$ cat src/common/port_mux_consts.svh
// constants of the two-port pin multiplexer: offsets, fields, resets
// assumes a 32-bit register bus with 8-bit byte addresses
`ifndef PORT_MUX_CONSTS_SVH
`define PORT_MUX_CONSTS_SVH

// register byte offsets
`define OFFS_B_DATA 8'h00
`define OFFS_B_DIR 8'h04
`define OFFS_B_PULLUP 8'h08
`define OFFS_B_CHANGE 8'h0c
`define OFFS_C_DATA 8'h10
`define OFFS_C_DIR 8'h14
`define OFFS_CTRL 8'h18

// control register fields
`define CTRL_PULLUP_DIS_N 0
`define CTRL_CHANGE_FLAG 1
`define CTRL_DEBUG_ACTIVE 2

// reset values
`define DIR_RESET 8'hff
`define PULLUP_RESET 8'hff
`define CHANGE_RESET 8'h00
`define PULLUP_DIS_N_RESET 1'h1

// only the upper four pins of the second port compare for change
`define CHANGE_MASK 8'hf0

// configuration word debug bit, active when cleared
`define CFG_DEBUG_BIT 12
`define CFG_DEBUG_ACTIVE 1'h0
// pins held by the debugger: second port pins 6 and 7
`define DEBUG_PIN_MASK 16'h00c0

`define RESP_OKAY 2'h0
`define RESP_SLVERR 2'h2

`endif

$ cat src/common/port_mux_pkg.sv
// types for the two-port pin multiplexer
// assumes nothing beyond the constants header
package port_mux_pkg;
    typedef enum logic [1:0] {
        own_port,
        own_periph,
        own_analog,
        own_debug
    } owner_e;
endpackage

$ cat src/logic/port_b_c_pin_mux.sv
// two 8-bit i/o ports with pin sharing, registers on axi4-lite
// assumes pins arrive asynchronously; peripheral controls are on aclk
//
// Decided for this implementation: the register offsets and the AXI4-Lite interface to the registers.
`include "port_mux_consts.svh"
`timescale 1ns/1ps
`default_nettype none

module port_b_c_pin_mux (
    // clock and reset
    input wire logic aclk,
    input wire logic aresetn,
    // axi4-lite write channels
    input wire logic awvalid,
    output logic awready,
    input wire logic [7:0] awaddr,
    input wire logic wvalid,
    output logic wready,
    input wire logic [31:0] wdata,
    input wire logic [3:0] wstrb,
    output logic bvalid,
    input wire logic bready,
    output logic [1:0] bresp,
    // axi4-lite read channels
    input wire logic arvalid,
    output logic arready,
    input wire logic [7:0] araddr,
    output logic rvalid,
    input wire logic rready,
    output logic [31:0] rdata,
    output logic [1:0] rresp,
    // second port pins
    input wire logic [7:0] b_pin_in,
    output logic [7:0] b_pin_out,
    output logic [7:0] b_pin_oe_n,
    output logic [7:0] b_pullup_on,
    // third port pins
    input wire logic [7:0] c_pin_in,
    output logic [7:0] c_pin_out,
    output logic [7:0] c_pin_oe_n,
    // configuration word strap
    input wire logic [13:0] config_word,
    // alternate functions, bits 7:0 second port, 15:8 third port
    input wire logic [15:0] alt_analog,
    input wire logic [15:0] alt_own,
    input wire logic [15:0] alt_drive,
    input wire logic [15:0] alt_out,
    // debugger data line on second port pin 7
    input wire logic dbg_data_out,
    input wire logic dbg_data_drive,
    // levels and status towards peripherals
    output logic [15:0] pin_level,
    output logic port_change_flag,
    output logic debug_active
);

    function automatic port_mux_pkg::owner_e owner_of(input logic dbg,
                                                      input logic analog,
                                                      input logic periph);
        if (dbg) begin
            return port_mux_pkg::own_debug;
        end else if (analog) begin
            return port_mux_pkg::own_analog;
        end else if (periph) begin
            return port_mux_pkg::own_periph;
        end
        return port_mux_pkg::own_port;
    endfunction

    // register state
    logic [7:0] b_latch_q;
    logic [7:0] c_latch_q;
    logic [7:0] b_dir_q;
    logic [7:0] c_dir_q;
    logic [7:0] pullup_en_q;
    logic [7:0] change_en_q;
    logic [7:0] last_read_q;
    logic pullup_dis_n_q;
    logic flag_q;

    // synchronisers
    logic [15:0] pin_meta_q;
    logic [15:0] pin_sync_q;
    logic cfg_meta_q;
    logic cfg_sync_q;

    // bus state
    logic aw_got_q;
    logic w_got_q;
    logic [7:0] waddr_q;
    logic [7:0] wbyte_q;
    logic wlane_q;

    always_ff @(posedge aclk) begin
        pin_meta_q <= {c_pin_in, b_pin_in};
        pin_sync_q <= pin_meta_q;
        cfg_meta_q <= config_word[`CFG_DEBUG_BIT];
        cfg_sync_q <= cfg_meta_q;
    end

    wire debug_on = (cfg_sync_q == `CFG_DEBUG_ACTIVE);
    // analog-owned pins have their digital input cut off and read low
    wire [15:0] pin_read = pin_sync_q & ~alt_analog;

    // write path: address and data taken in either order
    wire aw_hs = awvalid & awready;
    wire w_hs = wvalid & wready;
    wire wr_go = aw_got_q & w_got_q;
    wire wr_en = wr_go & wlane_q;
    wire wsel_b_data = (waddr_q == `OFFS_B_DATA);
    wire wsel_b_dir = (waddr_q == `OFFS_B_DIR);
    wire wsel_pullup = (waddr_q == `OFFS_B_PULLUP);
    wire wsel_change = (waddr_q == `OFFS_B_CHANGE);
    wire wsel_c_data = (waddr_q == `OFFS_C_DATA);
    wire wsel_c_dir = (waddr_q == `OFFS_C_DIR);
    wire wsel_ctrl = (waddr_q == `OFFS_CTRL);
    wire wr_mapped = wsel_b_data | wsel_b_dir | wsel_pullup | wsel_change |
                     wsel_c_data | wsel_c_dir | wsel_ctrl;
    wire bvalid_d = (bvalid & ~bready) | wr_go;
    wire aw_got_d = (aw_got_q | aw_hs) & ~wr_go;
    wire w_got_d = (w_got_q | w_hs) & ~wr_go;

    always_ff @(posedge aclk) begin
        if (!aresetn) begin
            aw_got_q <= 1'b0;
            w_got_q <= 1'b0;
            awready <= 1'b0;
            wready <= 1'b0;
            bvalid <= 1'b0;
            bresp <= `RESP_OKAY;
        end else begin
            aw_got_q <= aw_got_d;
            w_got_q <= w_got_d;
            awready <= ~aw_got_d & ~bvalid_d;
            wready <= ~w_got_d & ~bvalid_d;
            bvalid <= bvalid_d;
            if (wr_go) begin
                bresp <= wr_mapped ? `RESP_OKAY : `RESP_SLVERR;
            end
        end
    end

    always_ff @(posedge aclk) begin
        if (aw_hs) begin
            waddr_q <= awaddr;
        end
        if (w_hs) begin
            wbyte_q <= wdata[7:0];
            wlane_q <= wstrb[0];
        end
    end

    // read path: one cycle from address to data
    wire ar_hs = arvalid & arready;
    wire rvalid_d = (rvalid & ~rready) | ar_hs;
    wire rsel_b_data = (araddr == `OFFS_B_DATA);
    logic [7:0] rd_byte;
    logic rd_hit;
    assign rd_hit = rsel_b_data | (araddr == `OFFS_B_DIR) |
                    (araddr == `OFFS_B_PULLUP) | (araddr == `OFFS_B_CHANGE) |
                    (araddr == `OFFS_C_DATA) | (araddr == `OFFS_C_DIR) |
                    (araddr == `OFFS_CTRL);
    assign rd_byte =
        rsel_b_data ? pin_read[7:0] :
        (araddr == `OFFS_B_DIR) ? b_dir_q :
        (araddr == `OFFS_B_PULLUP) ? pullup_en_q :
        (araddr == `OFFS_B_CHANGE) ? (change_en_q & `CHANGE_MASK) :
        (araddr == `OFFS_C_DATA) ? pin_read[15:8] :
        (araddr == `OFFS_C_DIR) ? c_dir_q :
        (araddr == `OFFS_CTRL) ? {5'h00, debug_on, flag_q, pullup_dis_n_q} :
        8'h00;

    always_ff @(posedge aclk) begin
        if (!aresetn) begin
            arready <= 1'b0;
            rvalid <= 1'b0;
            rdata <= 32'h0000_0000;
            rresp <= `RESP_OKAY;
        end else begin
            arready <= ~rvalid_d;
            rvalid <= rvalid_d;
            if (ar_hs) begin
                rdata <= {24'h00_0000, rd_byte};
                rresp <= rd_hit ? `RESP_OKAY : `RESP_SLVERR;
            end
        end
    end

    // data latches carry no reset so they survive a bus reset
    always_ff @(posedge aclk) begin
        if (wr_en && wsel_b_data) begin
            b_latch_q <= wbyte_q;
        end
        if (wr_en && wsel_c_data) begin
            c_latch_q <= wbyte_q;
        end
    end

    // last-read copy: any read or write of the second port's data ends
    // a mismatch; it is not reset either, but change_en_q resets to zero and masks it
    wire b_data_touch = (ar_hs & rsel_b_data) | (wr_go & wsel_b_data);
    always_ff @(posedge aclk) begin
        if (b_data_touch) begin
            last_read_q <= pin_read[7:0];
        end
    end

    wire [7:0] mismatch = (pin_read[7:0] ^ last_read_q) & change_en_q &
                          `CHANGE_MASK;
    wire change_seen = |mismatch;
    wire flag_clr = wr_en & wsel_ctrl & wbyte_q[`CTRL_CHANGE_FLAG];
    // a mismatch in the clearing cycle keeps the flag set
    wire flag_d = change_seen | (flag_q & ~flag_clr);

    always_ff @(posedge aclk) begin
        if (!aresetn) begin
            b_dir_q <= `DIR_RESET;
            c_dir_q <= `DIR_RESET;
            pullup_en_q <= `PULLUP_RESET;
            change_en_q <= `CHANGE_RESET;
            pullup_dis_n_q <= `PULLUP_DIS_N_RESET;
            flag_q <= 1'b0;
        end else begin
            flag_q <= flag_d;
            if (wr_en && wsel_b_dir) begin
                b_dir_q <= wbyte_q;
            end
            if (wr_en && wsel_c_dir) begin
                c_dir_q <= wbyte_q;
            end
            if (wr_en && wsel_pullup) begin
                pullup_en_q <= wbyte_q;
            end
            if (wr_en && wsel_change) begin
                change_en_q <= wbyte_q & `CHANGE_MASK;
            end
            if (wr_en && wsel_ctrl) begin
                pullup_dis_n_q <= wbyte_q[`CTRL_PULLUP_DIS_N];
            end
        end
    end

    // pin ownership and drive, one slice per pin of both ports
    wire [15:0] latch_all = {c_latch_q, b_latch_q};
    wire [15:0] dir_all = {c_dir_q, b_dir_q};
    wire [15:0] dbg_pins = `DEBUG_PIN_MASK & {16{debug_on}};
    // debugger clock on pin 6 is input only; pin 7 is bidirectional
    wire [15:0] dbg_oe = {8'h00, dbg_data_drive, 7'h00};
    wire [15:0] dbg_val = {8'h00, dbg_data_out, 7'h00};
    logic [15:0] drv_oe;
    logic [15:0] drv_out;

    genvar i;
    generate
        for (i = 0; i < 16; i++) begin : g_pin
            port_mux_pkg::owner_e own_w;
            assign own_w = owner_of(dbg_pins[i], alt_analog[i], alt_own[i]);
            // peripheral and debugger outrank the port
            assign drv_oe[i] =
                (own_w == port_mux_pkg::own_debug) ? dbg_oe[i] :
                (own_w == port_mux_pkg::own_analog) ? 1'b0 :
                (own_w == port_mux_pkg::own_periph) ? alt_drive[i] :
                ~dir_all[i];
            assign drv_out[i] =
                (own_w == port_mux_pkg::own_debug) ? dbg_val[i] :
                (own_w == port_mux_pkg::own_periph) ? alt_out[i] :
                latch_all[i] & ~alt_analog[i];
        end
    endgenerate

    // pull-up only on an input pin, and only when globally allowed
    wire [7:0] pullup_d = pullup_en_q & b_dir_q & ~drv_oe[7:0] &
                          {8{~pullup_dis_n_q}};

    always_ff @(posedge aclk) begin
        if (!aresetn) begin
            b_pin_oe_n <= 8'hff;
            c_pin_oe_n <= 8'hff;
            b_pin_out <= 8'h00;
            c_pin_out <= 8'h00;
            b_pullup_on <= 8'h00;
            pin_level <= 16'h0000;
            port_change_flag <= 1'b0;
            debug_active <= 1'b0;
        end else begin
            b_pin_oe_n <= ~drv_oe[7:0];
            c_pin_oe_n <= ~drv_oe[15:8];
            b_pin_out <= drv_out[7:0];
            c_pin_out <= drv_out[15:8];
            b_pullup_on <= pullup_d;
            pin_level <= pin_read;
            port_change_flag <= flag_q;
            debug_active <= debug_on;
        end
    end
endmodule

`default_nettype wire

$ cat config.mk
export PLATFORM = sky130hd
export DESIGN_NAME = port_b_c_pin_mux
export DESIGN_NICKNAME = d
export VERILOG_FILES = /design/src/common/port_mux_pkg.sv /design/src/logic/port_b_c_pin_mux.sv
export VERILOG_INCLUDE_DIRS = /design/src /design/src/common
export SDC_FILE = /design/constraint.sdc
export NUM_CORES = 1
export LEC_CHECK = 0
export ABC_CLOCK_PERIOD_IN_PS = 2800
export BUFFER_PORTS_ARGS = -buffer_cell sky130_fd_sc_hd__buf_2
export CAP_MARGIN = 0
export CORE_ASPECT_RATIO = 1.4
export CORE_UTILIZATION = 40
export DETAILED_ROUTE_END_ITERATION = 6
export PLACE_DENSITY = 0.68
export SLEW_MARGIN = 20
export SYNTH_ARGS = -nofsm -noshare
export SYNTH_HDL_FRONTEND = slang
export SYNTH_SLANG_ARGS = --single-unit
$ cat constraint.sdc
create_clock -name aclk -period 2.8 [get_ports aclk]
set_input_delay 0.14 -clock aclk [delete_from_list [all_inputs] [get_ports aclk]]
set_output_delay 0.14 -clock aclk [all_outputs]
set_load 0.02 [all_outputs]
==> results <==
- The run finished with clean final reports.
- The maximum achievable frequency is 472.1 MHz.
- STA puts the critical path data required time at 2.94 ns.
- The synthesized cell area is 0.006335 sq mm.
- The largest fanout of any net on the critical path is 6.
- The sequential cell area fraction in the yosys report is 61.47%.
- The number of cells on the worst reg-to-reg path is 4.
- The number of synthesized flops with an enable pin is 37.
- The placement-stage cell area is 0.007366 sq mm.
- The count of unresolved DRC violations after routing is 0.
- The clock tree buffer depth is 2.
- The final worst slack is 0.6816 ns.
- The count of input and output buffers is 187.
- The weighted congestion reported at the end of routability-driven placement is 0.8392.
- The fraction of synthesis flops using an asynchronous set or reset pin is 0%.
- The slew of the pin with the lowest slew margin is 0.9214 ns.
- At the worst endpoint, the arrival time is 2.25 ns.
- In the final layout, the share of cells above drive strength 1 is 28.08%.
- For this configuration, the core starts out at a cell density of 40.76%.
- The class of the tightest hold or removal check is in2reg.
- The sort of element at the start of the critical path is a register.
- The instance count along the most critical hold path is 3.
- Setup violations remaining at the end of the flow were counted as 0.
- Counting every sink on the clock net gives 176.
- The most frequent standard cell in the layout excluding fill and tap cells is sky130_fd_sc_hd__buf_2.
- The core footprint is 0.01554 sq mm.
- The worst register-to-register path ends at b_latch_q[5].
- A synthesized cell averages 10.85 sq um.
- Measured along the x axis, the die boundary spans 108.4 um.
- The worst setup path is of the reg2reg kind.
- The count of pins over their slew limit came to 0.
- The number of synthesized register bits is 176.
- STA classifies the critical path endpoint as a register.
- The analysis attributes to cell leakage a power of 3.747 nW.
- The number of instances in the synthesized netlist is 584.
- On the worst path, the slowest cell contributes a delay of 0.59 ns.
- In this run, CTS created clock tree buffers numbering 17.
- The average wire per cell in the routed design is 16.50 um.
- The core utilization of the finished layout is 55.51%.
- The first-pass GRT wire length is 26.32 mm.
- Walking the worst path, the cells encountered are or4_4, nor4_4, nor3b_1, buf_4.
- Global routing consumed, over all layers together, 21.83% of the routing resources.
- The final sum of negative setup slack is 0 ns.
- The end of the worst hold path is b_pin_oe_n[0].
- The largest family of logic cells by synthesized area is simple AND/OR/NAND/NOR gates.
- After legalization and detailed placement, the total HPWL measured 12.21 mm.
- The pin count of the biggest net entering global routing is 57.
- The placement row count is 54.
- The headroom to the max-slew limit is 38.35%.
- The number of optimization iterations in the first detailed-route pass is 5.
- The number of global-route vias before repair was 5029.
- The net total in the final layout is 993.
- The peak ir drop on the vdd network is 0.3597 mV.
- The post-route cell area is 0.008626 sq mm.
- For this block, the routed nets add up to 17.27 mm of wire.
- The die covers 0.01635 sq mm.
- 0 antenna diodes ended up in the layout.
- The design draws 5.570 mW.
- Across all layers, the routed design uses 5283 vias.
- The clock-pin slew reported for the worst setup and hold paths after clock tree synthesis is 0.07 ns.
- In the layout the commonest cells are sky130_fd_sc_hd__buf_2, sky130_fd_sc_hd__dfxtp_1, sky130_fd_sc_hd__dlygate4sd3_1, sky130_fd_sc_hd__nand3_1, sky130_fd_sc_hd__nand2_1.
- The number of antenna violations at the first check in global routing is 0.
- The growth of design area from synthesis to finish is 36.16%.
- After synthesis, the share of cell area in mux cells is 3.002%.
- The die is 150.9 um tall.
- The max-cap violation count is 0.
- The synthesized netlist devotes 0% of its cell area to adder and majority cells.
- For this design, the slowest cell found on the critical path is sky130_fd_sc_hd__or4_4.
- Summed over all layers, the global routing overflow is 0.
- In this run the power density over the cells is 645.7 mW/mm^2.
- The post-route fraction of the period consumed by the critical path is 75.66%.
- OpenSTA, run right after detailed placement, puts the worst setup slack at 0.7009 ns.
- The worst register-to-register path begins at waddr_q[0].
- Synthesis instantiated 51 different standard cells from the library.
- The compound-cell area share of the yosys netlist is 8.829%.
- The clock latency of the later-clocked register in the worst-skew pair is 0.43 ns.
- The starting DRC count in detailed routing is 413.
- Across the routed clock network, the largest skew measured is 0.008956 ns.
- In the routed layout, each cell is associated on average with a via count of 5.046.
- In this run the remaining antenna-violating nets after routing total 0.
- The post-CTS repair timing setup buffer count is 0.
- The tree is rooted in a sky130_fd_sc_hd__clkbuf_16.
- The clock tree from TritonCTS is built.
- The most common flop cell mapped by yosys is sky130_fd_sc_hd__dfxtp_1.
- Summing the areas of all xor and xnor instances in the mapped netlist gives 0.5530% of the synthesized area.
- In this run the number of H-tree levels came out at 4.
- The startpoint identified for the worst hold timing path is alt_own[0].
- The slack of the worst reg-to-reg path is 0.68 ns.
- Yosys printed 0 warnings.
- After layout, the minimum clock period comes to 2.118 ns.
- The area fraction in and, or, nand and nor cells after synthesis is 20.64%.
- The final hold violation count is 0.
- Setup repair after global routing left no endpoint under its margin.
- 254 I/O pins were placed.
## registers in the layout (all words and copies together), names as in the netlist, 4 cells and up
register and cells:
pin_sync_q 16, b_pullup_on 8, change_en_q 4, b_latch_q 8, b_dir_q 8, c_pin_out 8
waddr_q 8, pullup_en_q 8, pin_meta_q 16, b_pin_oe_n 8, c_latch_q 8, rdata 8
b_pin_out 8, c_pin_oe_n 8, pin_level 16, wbyte_q 8, last_read_q 4, c_dir_q 8
## cell usage after synthesis (14+ instances only)
library cell,count,area [sq um]
sky130_fd_sc_hd__clkbuf_1,17,63.81
sky130_fd_sc_hd__o21ai_0,23,115.1
sky130_fd_sc_hd__nand2_1,59,221.5
sky130_fd_sc_hd__edfxtp_1,37,1111
sky130_fd_sc_hd__nor2_1,21,78.83
sky130_fd_sc_hd__mux2i_1,19,190.2
sky130_fd_sc_hd__a21oi_1,22,110.1
sky130_fd_sc_hd__buf_4,28,210.2
sky130_fd_sc_hd__dfxtp_1,139,2783
sky130_fd_sc_hd__nor3_1,23,115.1
sky130_fd_sc_hd__nand3_1,61,305.3
sky130_fd_sc_hd__nor3b_1,14,105.1
## report_power, final
part	internal [mW]	switching, mW
Combinational	0.200	0.256
Sequential	2.66	0.0372
Clock	1.43	0.978
## worst max path at each step
| stage | startpoint | endpoint | slack, ns | cells after the start |
|---|---|---|---|---|
| 5_1_grt | waddr_q[0] | b_latch_q[1] | 0.54 | 4 |
| 3_3_place_gp | waddr_q[0] | b_latch_q[5] | 0.70 | 4 |
| 4_1_cts | waddr_q[0] | b_latch_q[5] | 0.68 | 4 |
| 2_1_floorplan | waddr_q[0] | b_latch_q[0] | 0.29 | 4 |
| 6_report | waddr_q[0] | b_latch_q[5] | 0.68 | 4 |
| 3_5_place_dp | waddr_q[0] | b_latch_q[5] | 0.70 | 4 |
## critical path: cells and delay by family (launching register included)
kind          cells  cell delay, ns
buf+inv           1            0.23
flops             1            0.37
simple gates      3            1.22
## cells by family (layout without fill, tap and decap cells)
family                 count (synthesis)  after routing
buffers and inverters                 57            299
XOR/XNOR                               4              4
other                                  1             26
multiplexers                          19             19
AO/OA/AOI/OAI                         85             85
flip-flops                           176            176
AND/OR/NAND/NOR                      242            242
## area by class of cell
| type | count | area, sq um |
|---|---|---|
| tap | 196 | 245.2 |
| sequential | 176 | 3894 |
| multi-input combinational | 376 | 2190 |
| clock inverter | 10 | 91.34 |
| inverter | 5 | 18.77 |
| fill | 1349 | 6914 |
| timing repair buffer | 262 | 1659 |
| clock buffer | 22 | 528.0 |
## per-layer routing
layer	global-route usage (%)	part of all wire, %	vias up
met5	0	0	-
met4	10.54	3.2	0
met3	4.475	5.6	35
met2	39.97	53	211
met1	23.69	38	2494
li1	-	-	2543
## timing repair
item | 4_1_cts | 5_1_grt
hold endpoints to repair | 75 | 0
hold buffers | 64 | 0
resized for setup | 0 | 0
## per-stage QoR
stage	std cells	hold slack, ns
2_1_floorplan	609	0.1677
3_5_place_dp	951	0.2436
3_3_place_gp	951	0.2424
6_report	1047	0.01534
5_1_grt	1047	0.01464
4_1_cts	1047	0.005680
No activity file was read; power rests on OpenSTA's default activity.
